--- src/include/drive_seq_pkg.sv ---
package drive_seq_pkg;

  // object indices seen on the link
  localparam logic [15:0] OBJ_COMMAND       = 16'h6040;
  localparam logic [15:0] OBJ_STATE         = 16'h6041;
  localparam logic [15:0] OBJ_MODE          = 16'h6060;
  localparam logic [15:0] OBJ_HOMING_METHOD = 16'h6098;

  // mode selector codes
  localparam logic [15:0] MODE_HOMING = 16'h0006;
  localparam logic [15:0] MODE_INTERP = 16'h0007;

  // command words of the power-up sequence
  localparam logic [15:0] CW_DISABLE   = 16'h0000;
  localparam logic [15:0] CW_SHUTDOWN  = 16'h0006;
  localparam logic [15:0] CW_SWITCH_ON = 16'h0007;
  localparam logic [3:0]  CW_ENABLE_NIB = 4'hf;
  localparam int          CW_RUN_BIT   = 4;
  localparam int          CW_HALT_BIT  = 8;

  // state word base patterns and mode bits
  localparam logic [15:0] SW_DISABLED    = 16'h0050;
  localparam logic [15:0] SW_READY       = 16'h0031;
  localparam logic [15:0] SW_SWITCHED_ON = 16'h0033;
  localparam logic [15:0] SW_ENABLED     = 16'h0037;
  localparam logic [15:0] SW_STATE_MASK  = 16'h006f;
  localparam int          SW_TARGET_BIT  = 10;
  localparam int          SW_ACTIVE_BIT  = 12;
  localparam int          SW_ERROR_BIT   = 13;

  // values after reset
  localparam logic [15:0] CMD_RESET    = 16'h0000;
  localparam logic [15:0] MODE_RESET   = 16'h0000;
  localparam logic [15:0] METHOD_RESET = 16'h0000;

  // controller register offsets on wishbone (byte addresses)
  localparam logic [3:0] WB_CMD_OFS    = 4'h0;
  localparam logic [3:0] WB_MODE_OFS   = 4'h4;
  localparam logic [3:0] WB_METHOD_OFS = 4'h8;
  localparam logic [3:0] WB_STATUS_OFS = 4'hc;
  localparam int         WB_BUSY_BIT    = 16;
  localparam int         WB_REFUSED_BIT = 17;

  // power-up sequence states, one-hot
  typedef enum logic [3:0] {
    ST_DISABLED    = 4'b0001,
    ST_READY       = 4'b0010,
    ST_SWITCHED_ON = 4'b0100,
    ST_ENABLED     = 4'b1000
  } drive_state_t;

endpackage : drive_seq_pkg

--- src/include/drive_link_if.sv ---
// object write link between the controller and the drive sequencer
interface drive_link_if;
  logic        objWe;     // object write request, held until objAck
  logic [15:0] objIndex;  // object index
  logic [15:0] objData;   // object value
  logic        objAck;    // one-cycle answer to objWe
  logic [15:0] stateWord; // drive state word, always valid

  modport device (
    input  objWe,
    input  objIndex,
    input  objData,
    output objAck,
    output stateWord
  );

  modport master (
    output objWe,
    output objIndex,
    output objData,
    input  objAck,
    input  stateWord
  );
endinterface : drive_link_if

--- src/verilog/drive_mode_sequencer.sv ---
// How it works
// - 0x0006 gives 0x0031, 0x0007 gives 0x0033, 0x000F enables
// - homing start uses same sequence from 0x0000
// - enabled only after three ordered steps
// - motion states change only when enabled
// - 0x001F in interpolated mode starts, bit12 set
// - enabled to 0x0007 stops interpolation
// - 0x001F restarts interpolation after stop
// - mode selection accepted at 0x0007
// - master refuses mode writes while the state word shows 0xnn37
// - mode value 6 selects homing
// - homing method taken from object 0x6098
// - bit4 edges start and interrupt homing
// - halt bit stops axle, stays enabled
// - bit10 shows home reached or standstill
// - bit12 set when homing succeeds
// - bit13 set when homing fails
// - 0x001F starts homing, attained shows 0x1n37
// - mode value 7 selects interpolation
// - bit12 shows interpolation active
//
// Implementation choice: register access over Wishbone.
module drive_mode_sequencer
  import drive_seq_pkg::*;
(
  input  wire logic           ref_clk,
  input  wire logic           rst_b,
  drive_link_if.device        link,
  input  wire logic           homeReached,
  input  wire logic           homeFailed,
  input  wire logic           axleStopped,
  input  wire logic           positionInWindow,
  output logic                interpRunningFlag,
  output logic                homingRun,
  output logic                haltStop,
  output logic                driveEnabled,
  output logic [15:0]         homingMethod,
  output logic [15:0]         opMode
);

  // low nibble F marks an enabling command word
  function automatic logic isEnableWord(input logic [15:0] w);
    isEnableWord = (w[3:0] == CW_ENABLE_NIB);
  endfunction : isEnableWord

  // base state word for each sequence state
  function automatic logic [15:0] stateBase(input drive_state_t s);
    unique case (s)
      ST_READY:       stateBase = SW_READY;
      ST_SWITCHED_ON: stateBase = SW_SWITCHED_ON;
      ST_ENABLED:     stateBase = SW_ENABLED;
      default:        stateBase = SW_DISABLED;
    endcase
  endfunction : stateBase

  drive_state_t state_r;          // power-up sequence state
  drive_state_t state_nxt;        // its next value
  logic [15:0]  cmd_r;            // last accepted command word
  logic [15:0]  mode_r;           // selected mode of operation
  logic [15:0]  method_r;         // homing method object
  logic         ipRun_r;          // interpolation active
  logic         ipRun_nxt;
  logic         homeActive_r;     // homing in progress
  logic         homeActive_nxt;
  logic         homeAttained_r;   // homing finished well
  logic         homeAttained_nxt;
  logic         homeError_r;      // homing failed
  logic         homeError_nxt;
  logic         ack_r;            // link answer pulse
  logic [15:0]  stateWord_r;      // registered state word

  // link decode
  wire         objTake    = link.objWe & ~ack_r;
  wire         cmdTake    = objTake & (link.objIndex == OBJ_COMMAND);
  wire         isEnabled  = (state_r == ST_ENABLED);
  // mode changes are refused while enabled, accepted in other states
  wire         modeTake   = objTake & (link.objIndex == OBJ_MODE) & ~isEnabled;
  wire         methodTake = objTake & (link.objIndex == OBJ_HOMING_METHOD);
  wire [15:0]  newCmd     = link.objData;

  // edges of the run bit, evaluated only when a new word lands
  wire runRise = cmdTake & newCmd[CW_RUN_BIT] & ~cmd_r[CW_RUN_BIT];
  wire runFall = cmdTake & ~newCmd[CW_RUN_BIT] & cmd_r[CW_RUN_BIT];

  // mode decode of the current selection
  wire modeHoming = (mode_r == MODE_HOMING);
  wire modeInterp = (mode_r == MODE_INTERP);
  wire willEnable = (state_nxt == ST_ENABLED);
  wire haltNow    = cmd_r[CW_HALT_BIT];

  // sequence state next value
  always_comb begin
    // out-of-order words leave the state alone
    state_nxt = state_r;
    if (cmdTake) begin
      if (newCmd == CW_DISABLE) begin
        state_nxt = ST_DISABLED;
      end else begin
        unique case (state_r)
          ST_DISABLED: begin
            if (newCmd == CW_SHUTDOWN) begin
              state_nxt = ST_READY;
            end
          end
          ST_READY: begin
            if (newCmd == CW_SWITCH_ON) begin
              state_nxt = ST_SWITCHED_ON;
            end
          end
          ST_SWITCHED_ON: begin
            if (isEnableWord(newCmd)) begin
              state_nxt = ST_ENABLED;
            end else if (newCmd == CW_SHUTDOWN) begin
              state_nxt = ST_READY;
            end
          end
          ST_ENABLED: begin
            // back to switched on stops motion
            if (newCmd == CW_SWITCH_ON) begin
              state_nxt = ST_SWITCHED_ON;
            end else if (newCmd == CW_SHUTDOWN) begin
              state_nxt = ST_READY;
            end
          end
          // an illegal state code falls back to disabled
          default: begin
            state_nxt = ST_DISABLED;
          end
        endcase
      end
    end
  end

  // interpolation run flag
  always_comb begin
    ipRun_nxt = ipRun_r;
    if (!willEnable || !modeInterp) begin
      ipRun_nxt = 1'b0;
    // rising run bit starts, also after a stop
    end else if (runRise) begin
      ipRun_nxt = 1'b1;
    end else if (runFall) begin
      ipRun_nxt = 1'b0;
    end
  end

  // homing progress and result flags
  always_comb begin
    homeActive_nxt   = homeActive_r;
    homeAttained_nxt = homeAttained_r;
    homeError_nxt    = homeError_r;
    if (!willEnable || !modeHoming) begin
      homeActive_nxt = 1'b0;
    end else if (runRise) begin
      homeActive_nxt   = 1'b1;
      homeAttained_nxt = 1'b0;
      homeError_nxt    = 1'b0;
    end else if (runFall) begin
      homeActive_nxt = 1'b0;
    // halt freezes progress; reached and failed inputs obeyed only without halt
    end else if (homeActive_r && !haltNow) begin
      if (homeFailed) begin
        homeActive_nxt = 1'b0;
        homeError_nxt  = 1'b1;
      end else if (homeReached) begin
        homeActive_nxt   = 1'b0;
        homeAttained_nxt = 1'b1;
      end
    end
  end

  // target bit: standstill under halt, else goal reached
  wire targetHome   = haltNow ? axleStopped : homeAttained_r;
  wire targetInterp = haltNow ? axleStopped : positionInWindow;

  // mode-specific bits of the state word
  logic [15:0] modeBits;
  always_comb begin
    modeBits = 16'h0000;
    if (modeHoming) begin
      modeBits[SW_TARGET_BIT] = targetHome;
      modeBits[SW_ACTIVE_BIT] = homeAttained_r;
      modeBits[SW_ERROR_BIT]  = homeError_r;
    end else if (modeInterp && isEnabled) begin
      modeBits[SW_TARGET_BIT] = targetInterp;
      modeBits[SW_ACTIVE_BIT] = ipRun_r;
    end
  end

  // sequence and command registers
  always_ff @(posedge ref_clk) begin
    if (!rst_b) begin
      state_r <= ST_DISABLED;
      cmd_r   <= CMD_RESET;
    end else begin
      state_r <= state_nxt;
      if (cmdTake) begin
        cmd_r <= newCmd;
      end
    end
  end

  // object registers: mode and homing method
  always_ff @(posedge ref_clk) begin
    if (!rst_b) begin
      mode_r   <= MODE_RESET;
      method_r <= METHOD_RESET;
    end else begin
      if (modeTake) begin
        mode_r <= link.objData;
      end
      if (methodTake) begin
        method_r <= link.objData;
      end
    end
  end

  // motion flags
  always_ff @(posedge ref_clk) begin
    if (!rst_b) begin
      ipRun_r        <= 1'b0;
      homeActive_r   <= 1'b0;
      homeAttained_r <= 1'b0;
      homeError_r    <= 1'b0;
    end else begin
      ipRun_r        <= ipRun_nxt;
      homeActive_r   <= homeActive_nxt;
      homeAttained_r <= homeAttained_nxt;
      homeError_r    <= homeError_nxt;
    end
  end

  // link answer and state word; word lags the state by one cycle
  always_ff @(posedge ref_clk) begin
    if (!rst_b) begin
      ack_r       <= 1'b0;
      stateWord_r <= SW_DISABLED;
    end else begin
      ack_r       <= objTake;
      stateWord_r <= stateBase(state_r) | modeBits;
    end
  end

  assign link.objAck    = ack_r;
  assign link.stateWord = stateWord_r;

  // user-side outputs
  assign interpRunningFlag = ipRun_r;
  assign homingRun         = homeActive_r & ~haltNow;
  assign haltStop          = isEnabled & haltNow;
  assign driveEnabled      = isEnabled;
  assign homingMethod      = method_r;
  assign opMode            = mode_r;

endmodule : drive_mode_sequencer

--- src/flat_wrapper.sv ---
// flat-port wrapper written by rule: the top's interface ports become plain ports
module drive_mode_sequencer_flat import drive_seq_pkg::*;
  (ref_clk, rst_b, homeReached, homeFailed, axleStopped, positionInWindow, interpRunningFlag, homingRun, haltStop, driveEnabled, homingMethod, opMode, link_objWe, link_objIndex, link_objData, link_objAck, link_stateWord);
  drive_link_if link_i ();
  input  wire logic ref_clk;
  input  wire logic rst_b;
  input  wire logic homeReached;
  input  wire logic homeFailed;
  input  wire logic axleStopped;
  input  wire logic positionInWindow;
  output logic interpRunningFlag;
  output logic homingRun;
  output logic haltStop;
  output logic driveEnabled;
  output logic [15:0] homingMethod;
  output logic [15:0] opMode;
  input wire logic [$bits(link_i.objWe)-1:0] link_objWe;
  input wire logic [$bits(link_i.objIndex)-1:0] link_objIndex;
  input wire logic [$bits(link_i.objData)-1:0] link_objData;
  output wire logic [$bits(link_i.objAck)-1:0] link_objAck;
  output wire logic [$bits(link_i.stateWord)-1:0] link_stateWord;
  assign link_i.objWe = link_objWe;
  assign link_i.objIndex = link_objIndex;
  assign link_i.objData = link_objData;
  assign link_objAck = link_i.objAck;
  assign link_stateWord = link_i.stateWord;
  drive_mode_sequencer u_core (.ref_clk(ref_clk), .rst_b(rst_b), .link(link_i), .homeReached(homeReached), .homeFailed(homeFailed), .axleStopped(axleStopped), .positionInWindow(positionInWindow), .interpRunningFlag(interpRunningFlag), .homingRun(homingRun), .haltStop(haltStop), .driveEnabled(driveEnabled), .homingMethod(homingMethod), .opMode(opMode));
endmodule
--- config.mk ---
export PLATFORM = sky130hd
export DESIGN_NAME = drive_mode_sequencer_flat
export DESIGN_NICKNAME = d
export VERILOG_FILES = /design/src/include/drive_seq_pkg.sv /design/src/include/drive_link_if.sv /design/src/verilog/drive_mode_sequencer.sv /design/src/flat_wrapper.sv
export SDC_FILE = /design/constraint.sdc
export NUM_CORES = 1
export LEC_CHECK = 0
export ABC_AREA = 1
export BUFFER_PORTS_ARGS = -buffer_cell sky130_fd_sc_hd__buf_2
export CELL_PAD_IN_SITES_DETAIL_PLACEMENT = 1
export CELL_PAD_IN_SITES_GLOBAL_PLACEMENT = 1
export CORE_MARGIN = 2
export CORE_UTILIZATION = 35
export CTS_BUF_LIST = sky130_fd_sc_hd__clkbuf_4
export DETAILED_ROUTE_END_ITERATION = 10
export PLACE_DENSITY = 0.79
export SETUP_SLACK_MARGIN = 0.15
export SLEW_MARGIN = 20
export SYNTH_ARGS = -nofsm -noshare
export SYNTH_HDL_FRONTEND = slang
export SYNTH_SLANG_ARGS = --single-unit
--- constraint.sdc ---
create_clock -name ref_clk -period 1.95 [get_ports ref_clk]
set_clock_uncertainty 0.05 [all_clocks]
set_input_delay 0.0975 -clock ref_clk [delete_from_list [all_inputs] [get_ports ref_clk]]
set_output_delay 0.0975 -clock ref_clk [all_outputs]
set_load 0.02 [all_outputs]
==> results_dict.tcl, run 1 <==
set metrics [dict create \
    status "finished clean" \
    io_pins 92 \
    cpPeakStageDelay_ns 0.37 \
    drc_errors 0 \
    antenna_cells 0 \
    yosysWarnings 0 \
    seq_area_um2 1010 \
    hp-class "primary input to flop" \
    globalRoute.totalOverflow 0 \
    grt_pass1_wl_um 11800 \
    synth_area_leaders "dfxtp_1 (40%), nor2_1 (11%), a211oi_1 (9.5%)" \
    cpMaxStageDelayCell "dfxtp_2" \
    drv_cap 0 \
    yosys-top-cells-count "nor2_1 (77), nand2_1 (52), dfxtp_1 (50)" \
    p_leak_uw 0.00165 \
    max_freq_mhz 559 \
    hold_viol 0 \
    period_minus_slack_ns 1.79 \
    clock-root-buffer "clkbuf_4" \
    holdPathEnd "u_core.homingMethod[4]" \
    worst_ep_required_time_ns 2.22 \
    synth_enable_flop_cells 0 \
    port_buffers 83 \
    die-area_um2 7940 \
    synth_cell_types 30 \
    synthCells 356 \
    wire_per_inst_um 13.8 \
    rsz0062_at_grt "yes" \
    avgSynthCellArea_um2 7.12 \
    row_count 31 \
    whs_ns 0.0247 \
    critPathBufInv 1 \
    grt_pass1_vias 2601 \
    synthArstFlopShare_pct 0 \
    slew_viol_final 0 \
    die_height_um 89.1 \
    fin_util_pct 49.0 \
    crit_family "simple AND/OR/NAND/NOR gates" \
    rrSetupSlack_ns 0.16 \
    yosys.area.top_type_share_pct 39.5 \
    r2r_end "u_core.homeError_r" \
    gp_congestion 0.959 \
    numCtsBuffers 5 \
    yosysMostFrequentCell "nor2_1" \
    initial_core_util_pct 35.5 \
    cts_tree "yes" \
    dp_hpwl_um 5710 \
    drive_gt1_share_pct 35.9 \
    arrival_ns 2.06 \
    dpl-instance-area_um2 3070 \
    tns_ns 0 \
    stdcell_count 564 \
    synth_area_um2 2530 \
    cts_buffer_depth 2 \
    clk_pin_slew_ns 0.15 \
    fill_cells 947 \
    design_area_um2 3500 \
    core_um2 7140 \
    r2r_cells 13 \
    cp-end-kind "flop" \
    path_class "flop to flop" \
    vias 2696 \
    hold_start "link_objData[4]" \
    grt_max_degree 33 \
    timing.critical_path.mode_cell "nand2_2" \
    hold_path_depth 3 \
    multi_input_area_um2 1370 \
    yosysSeqAreaShare_pct 39.5 \
    die_width_um 89.1 \
    grt_usage_pct 19.1 \
    dp.cells 532 \
    clk_latency_ns 0.37 \
    ant_nets 0 \
    cp_cell_sequence "nor2_4 > nand3_2 > nand2_2 > inv_2 > nand2_2 > nand2_2 > nor2_4 > nand3_2 > nand2_2 > nand2_2 > nor2_4 > nand4_1 > a21oi_1" \
    peakVddDrop_uv 194 \
    ys_seq_elements 50 \
    via_per_inst 4.78 \
    area_delta_synth_final_pct 38.1 \
    synth_ff_type "dfxtp_1" \
    cts_sinks 50 \
    fin_crit_sh_pct 91.7 \
    worstPathMaxFanout 4 \
    r2r_start "u_core.state_r[1]" \
    final_net_count 503 \
    htree_num_levels 2 \
    wirelength_um 7760 \
    setup_violations 0 \
    start_kind "flop" \
    drt_iter0_markers 73 \
    drt_first_pass_iters 4 \
    antenna_found_initial 0 \
    p_per_area_nw_per_um2 483 \
    yosysTopAreaCell "dfxtp_1" \
]
where the power goes:
group / switching [µW] / internal [µW] / leakage, µW
Clock: 341 / 141 / 0.0000312
Combinational: 107 / 78.3 / 0.00121
Sequential: 1.42 / 1020 / 0.000405
Total: 450 / 1240 / 0.00165
placed cells by master, fill, tap and decap left out, types with 10 or more instances in the layout:
cell type	Yosys	final
nand2_1	52	44
buf_2	4	79
buf_4	9	12
nand2_2	8	15
dfxtp_1	50	45
dlygate4sd3_1	0	14
nand3_1	16	14
inv_1	43	38
nor2_4	4	10
nor2_1	77	70
a211oi_1	32	32
tightest hold or removal path, cell delays in order:
cell and delay, ns:
buf_2 0.13, inv_1 0.11, a211oi_1 0.08
worst max-delay path by stage:
stage | from | endpoint | slack (ns) | cells after the start
after CTS | u_core.link.objAck | u_core.homeAttained_r | 0.16 | 12
after global routing | u_core.state_r[1] | u_core.homeError_r | 0.02 | 13
final | u_core.state_r[1] | u_core.homeError_r | 0.16 | 13
after global placement | u_core.link.objAck | u_core.homeAttained_r | 0.21 | 12
after detailed placement | u_core.state_r[0] | u_core.homeAttained_r | 0.15 | 14
after floorplan | u_core.link.objAck | u_core.homeAttained_r | 0.30 | 11
cell type report:
type	count	area share, %
clock buffers	5	1.07
clock inverters	3	0.608
flip-flops and latches	50	28.9
inverters	49	5.40
well taps	99	3.54
repair buffers	114	21.4
multi-input cells	244	39.1
metrics by stage:
stage / total power, µW / setup WS (ns)
after floorplan: 1130 / 0.300
after global placement: 1190 / 0.206
after detailed placement: 1190 / 0.149
after CTS: 1700 / 0.159
after global routing: 1780 / 0.0210
final: 1690 / 0.161
state kept, by name, indices dropped and copies added, names as in the netlist:
signal,flops
u_core.interpRunningFlag,1
u_core.link.objAck,1
u_core.homingMethod,16
u_core.link.stateWord,7
u_core.homeError_r,1
u_core.homeAttained_r,1
u_core.cmd_r,2
u_core.homeActive_r,1
u_core.opMode,16
u_core.state_r,4
logic make-up after synthesis:
logic type	Yosys count	share of synthesized area [%]
AOI/OAI and AO/OA	50	13.5
buffers and inverters	68	11.6
DFF	50	39.5
other	2	0.296
and+or+nand+nor	186	35.1
metal layers:
layer	wire length (µm)	track usage, %
met5	0	0
met4	78	5.02
met3	357	3.69
met2	4030	33.9
met1	3290	23.6
timing repair:
action / CTS / global route
pin swaps: 1 / 15
hold buffers: 17 / 0
setup endpoints to repair: 2 / 7
hold endpoints to repair: 36 / 0
buffers inserted: 1 / 6
gates resized for setup: 2 / 50
Note: power is estimated with default switching activity, not from simulation.
==> run 2, diff against run 1 <==
--- a/config.mk
+++ b/config.mk
@@ -8,13 +8,14 @@
 export ABC_AREA = 1
 export BUFFER_PORTS_ARGS = -buffer_cell sky130_fd_sc_hd__buf_2
 export CELL_PAD_IN_SITES_DETAIL_PLACEMENT = 1
-export CELL_PAD_IN_SITES_GLOBAL_PLACEMENT = 1
+export CELL_PAD_IN_SITES_GLOBAL_PLACEMENT = 2
 export CORE_MARGIN = 2
-export CORE_UTILIZATION = 35
+export CORE_UTILIZATION = 27
 export CTS_BUF_LIST = sky130_fd_sc_hd__clkbuf_4
 export DETAILED_ROUTE_END_ITERATION = 10
-export PLACE_DENSITY = 0.79
+export PLACE_DENSITY = 0.8
 export SETUP_SLACK_MARGIN = 0.15
+export SKIP_CTS_REPAIR_TIMING = 1
 export SLEW_MARGIN = 20
 export SYNTH_ARGS = -nofsm -noshare
 export SYNTH_HDL_FRONTEND = slang
==> run 2 against run 1 <==
Flip-flop and latch count unchanged. Register-to-register slack better by 0.05 ns. The flow now finishes with violations (negative hold slack). Non-clock buffer count down 7.
==> results_dict.tcl, run 2 (synthesized netlist as in run 1, its figures left out) <==
set metrics [dict create \
    hold_start "positionInWindow" \
    r2r_end "u_core.homeError_r" \
    cpMaxStageDelayCell "dfxtp_4" \
    drt_iter0_markers 51 \
    cts_tree "yes" \
    violations "negative hold slack" \
    p_per_area_nw_per_um2 530 \
    multi_input_area_um2 1340 \
    fill_cells 1165 \
    via_per_inst 4.58 \
    hp-class "primary input to flop" \
    numCtsBuffers 5 \
    place_ws_ns 0.0974 \
    worst_ep_required_time_ns 2.16 \
    port_buffers 83 \
    fin_util_pct 37.3 \
    whs_ns -0.0314 \
    final_net_count 496 \
    final_cell_mix "buf_2 (83), nor2_1 (74), nand2_1 (49)" \
    grt_usage_pct 14.8 \
    seq_area_um2 1010 \
    cts_sinks 50 \
    grt_max_degree 33 \
    hold_viol 1 \
    fin_crit_sh_pct 89.0 \
    clk_latency_ns 0.37 \
    wirelength_um 7710 \
    cts_buffer_depth 2 \
    htree_num_levels 2 \
    rsz0062_at_grt "yes" \
    max_freq_mhz 576 \
    period_minus_slack_ns 1.73 \
    grt_pass1_vias 2569 \
    globalRoute.totalOverflow 0 \
    peakVddDrop_uv 238 \
    arrival_ns 1.95 \
    io_pins 92 \
    clock-root-buffer "clkbuf_4" \
    final_common_cell "buf_2" \
    worstPathMaxFanout 6 \
    cpPeakStageDelay_ns 0.40 \
    initial_core_util_pct 27.7 \
    stdcell_count 569 \
    setup_violations 0 \
    path_class "flop to flop" \
    r2r_start "u_core.state_r[3]" \
    vias 2608 \
    clk_pin_slew_ns 0.16 \
    drv_cap 0 \
    status "complete, but fails checks" \
    start_kind "flop" \
    area_delta_synth_final_pct 34.8 \
    dp.cells 543 \
    tns_ns 0 \
    drc_errors 0 \
    holdPathEnd "u_core.link.stateWord[10]" \
    die_height_um 101 \
    r2r_cells 14 \
    die_width_um 101 \
    drt_first_pass_iters 4 \
    drive_gt1_share_pct 33.0 \
    timing.critical_path.mode_cell "nand2_2" \
    grt_pass1_wl_um 12100 \
    cp-end-kind "flop" \
    dp_hpwl_um 6010 \
    die-area_um2 10200 \
    wire_per_inst_um 13.5 \
    antenna_cells 0 \
    core_um2 9150 \
    cp_cell_sequence "inv_2 > nand2_4 > nor2_4 > nor2_4 > nand2_2 > nand2_2 > nor2_4 > nand3_2 > nand2_2 > nand2_2 > nor2_4 > nand3_2 > nand2_2 > a21oi_1" \
    row_count 35 \
    rrSetupSlack_ns 0.22 \
    gp_congestion 0.900 \
    hold_path_depth 3 \
    ant_nets 0 \
    slew_viol_final 0 \
    p_leak_uw 0.00158 \
    total_power_uw 1810 \
    layout_setup_ws_ns 0.215 \
    antenna_found_initial 0 \
]
run 2: cell count changes in the layout (fill, tap and decap cells not counted), sizes merged:
cell,change
buf,-6
bufinv,+1
clkinv,-1
clkinvlp,-1
dlygate4sd3,+2
dlymetal6s4s,-3
inv,+1
run 2: metrics by stage:
step / area (µm²) / hold WS [ns]
finish: 3420 / -0.0314
global route: 3420 / -0.00506
CTS: 3160 / -0.0763
detailed placement: 3080 / 0.310
global placement: 3080 / 0.309
floorplan: 2560 / 0.116
run 2: power by group:
part           switching [µW]  internal [µW]  total [µW]
logic                     103           68.0         171
clock network             346            273         619
registers               0.956           1020        1020
run 2: routing by layer:
layer	track usage [%]	routed length, µm
met1	18.7	3450
met2	25.8	3840
met3	2.57	311
met4	4.21	106
met5	0	0
run 2: how the worst max path moves through the flow:
| stage | start | end | slack [ns] | cells past startpoint |
|---|---|---|---|---|
| 6_report | u_core.state_r[3] | u_core.homeError_r | 0.22 | 14 |
| 5_1_grt | u_core.link.objAck | u_core.homeAttained_r | 0.04 | 10 |
| 4_1_cts | u_core.link.objAck | u_core.homeError_r | 0.06 | 12 |
| 3_5_place_dp | u_core.link.objAck | u_core.interpRunningFlag | 0.1 | 9 |
| 3_3_place_gp | u_core.link.objAck | u_core.homeError_r | 0.12 | 12 |
| 2_1_floorplan | u_core.link.objAck | u_core.homeAttained_r | 0.30 | 11 |
run 2: cell type report:
cell class	instances	area share, %
clock buffers	5	1.10
clock inverters	3	1.28
inverters	49	5.46
repair buffers	107	19.3
well taps	111	4.07
flip-flops and latches	50	29.6
multi-input cells	244	39.2
run 2: critical path, delay by kind of cell (launching register included):
| family | cells | cell delay [ns] |
|---|---|---|
| flip-flops | 1 | 0.40 |
| AND/OR/NAND/NOR | 12 | 1.09 |
| buffers and inverters | 1 | 0.07 |
| AO/OA/AOI/OAI | 1 | 0.04 |
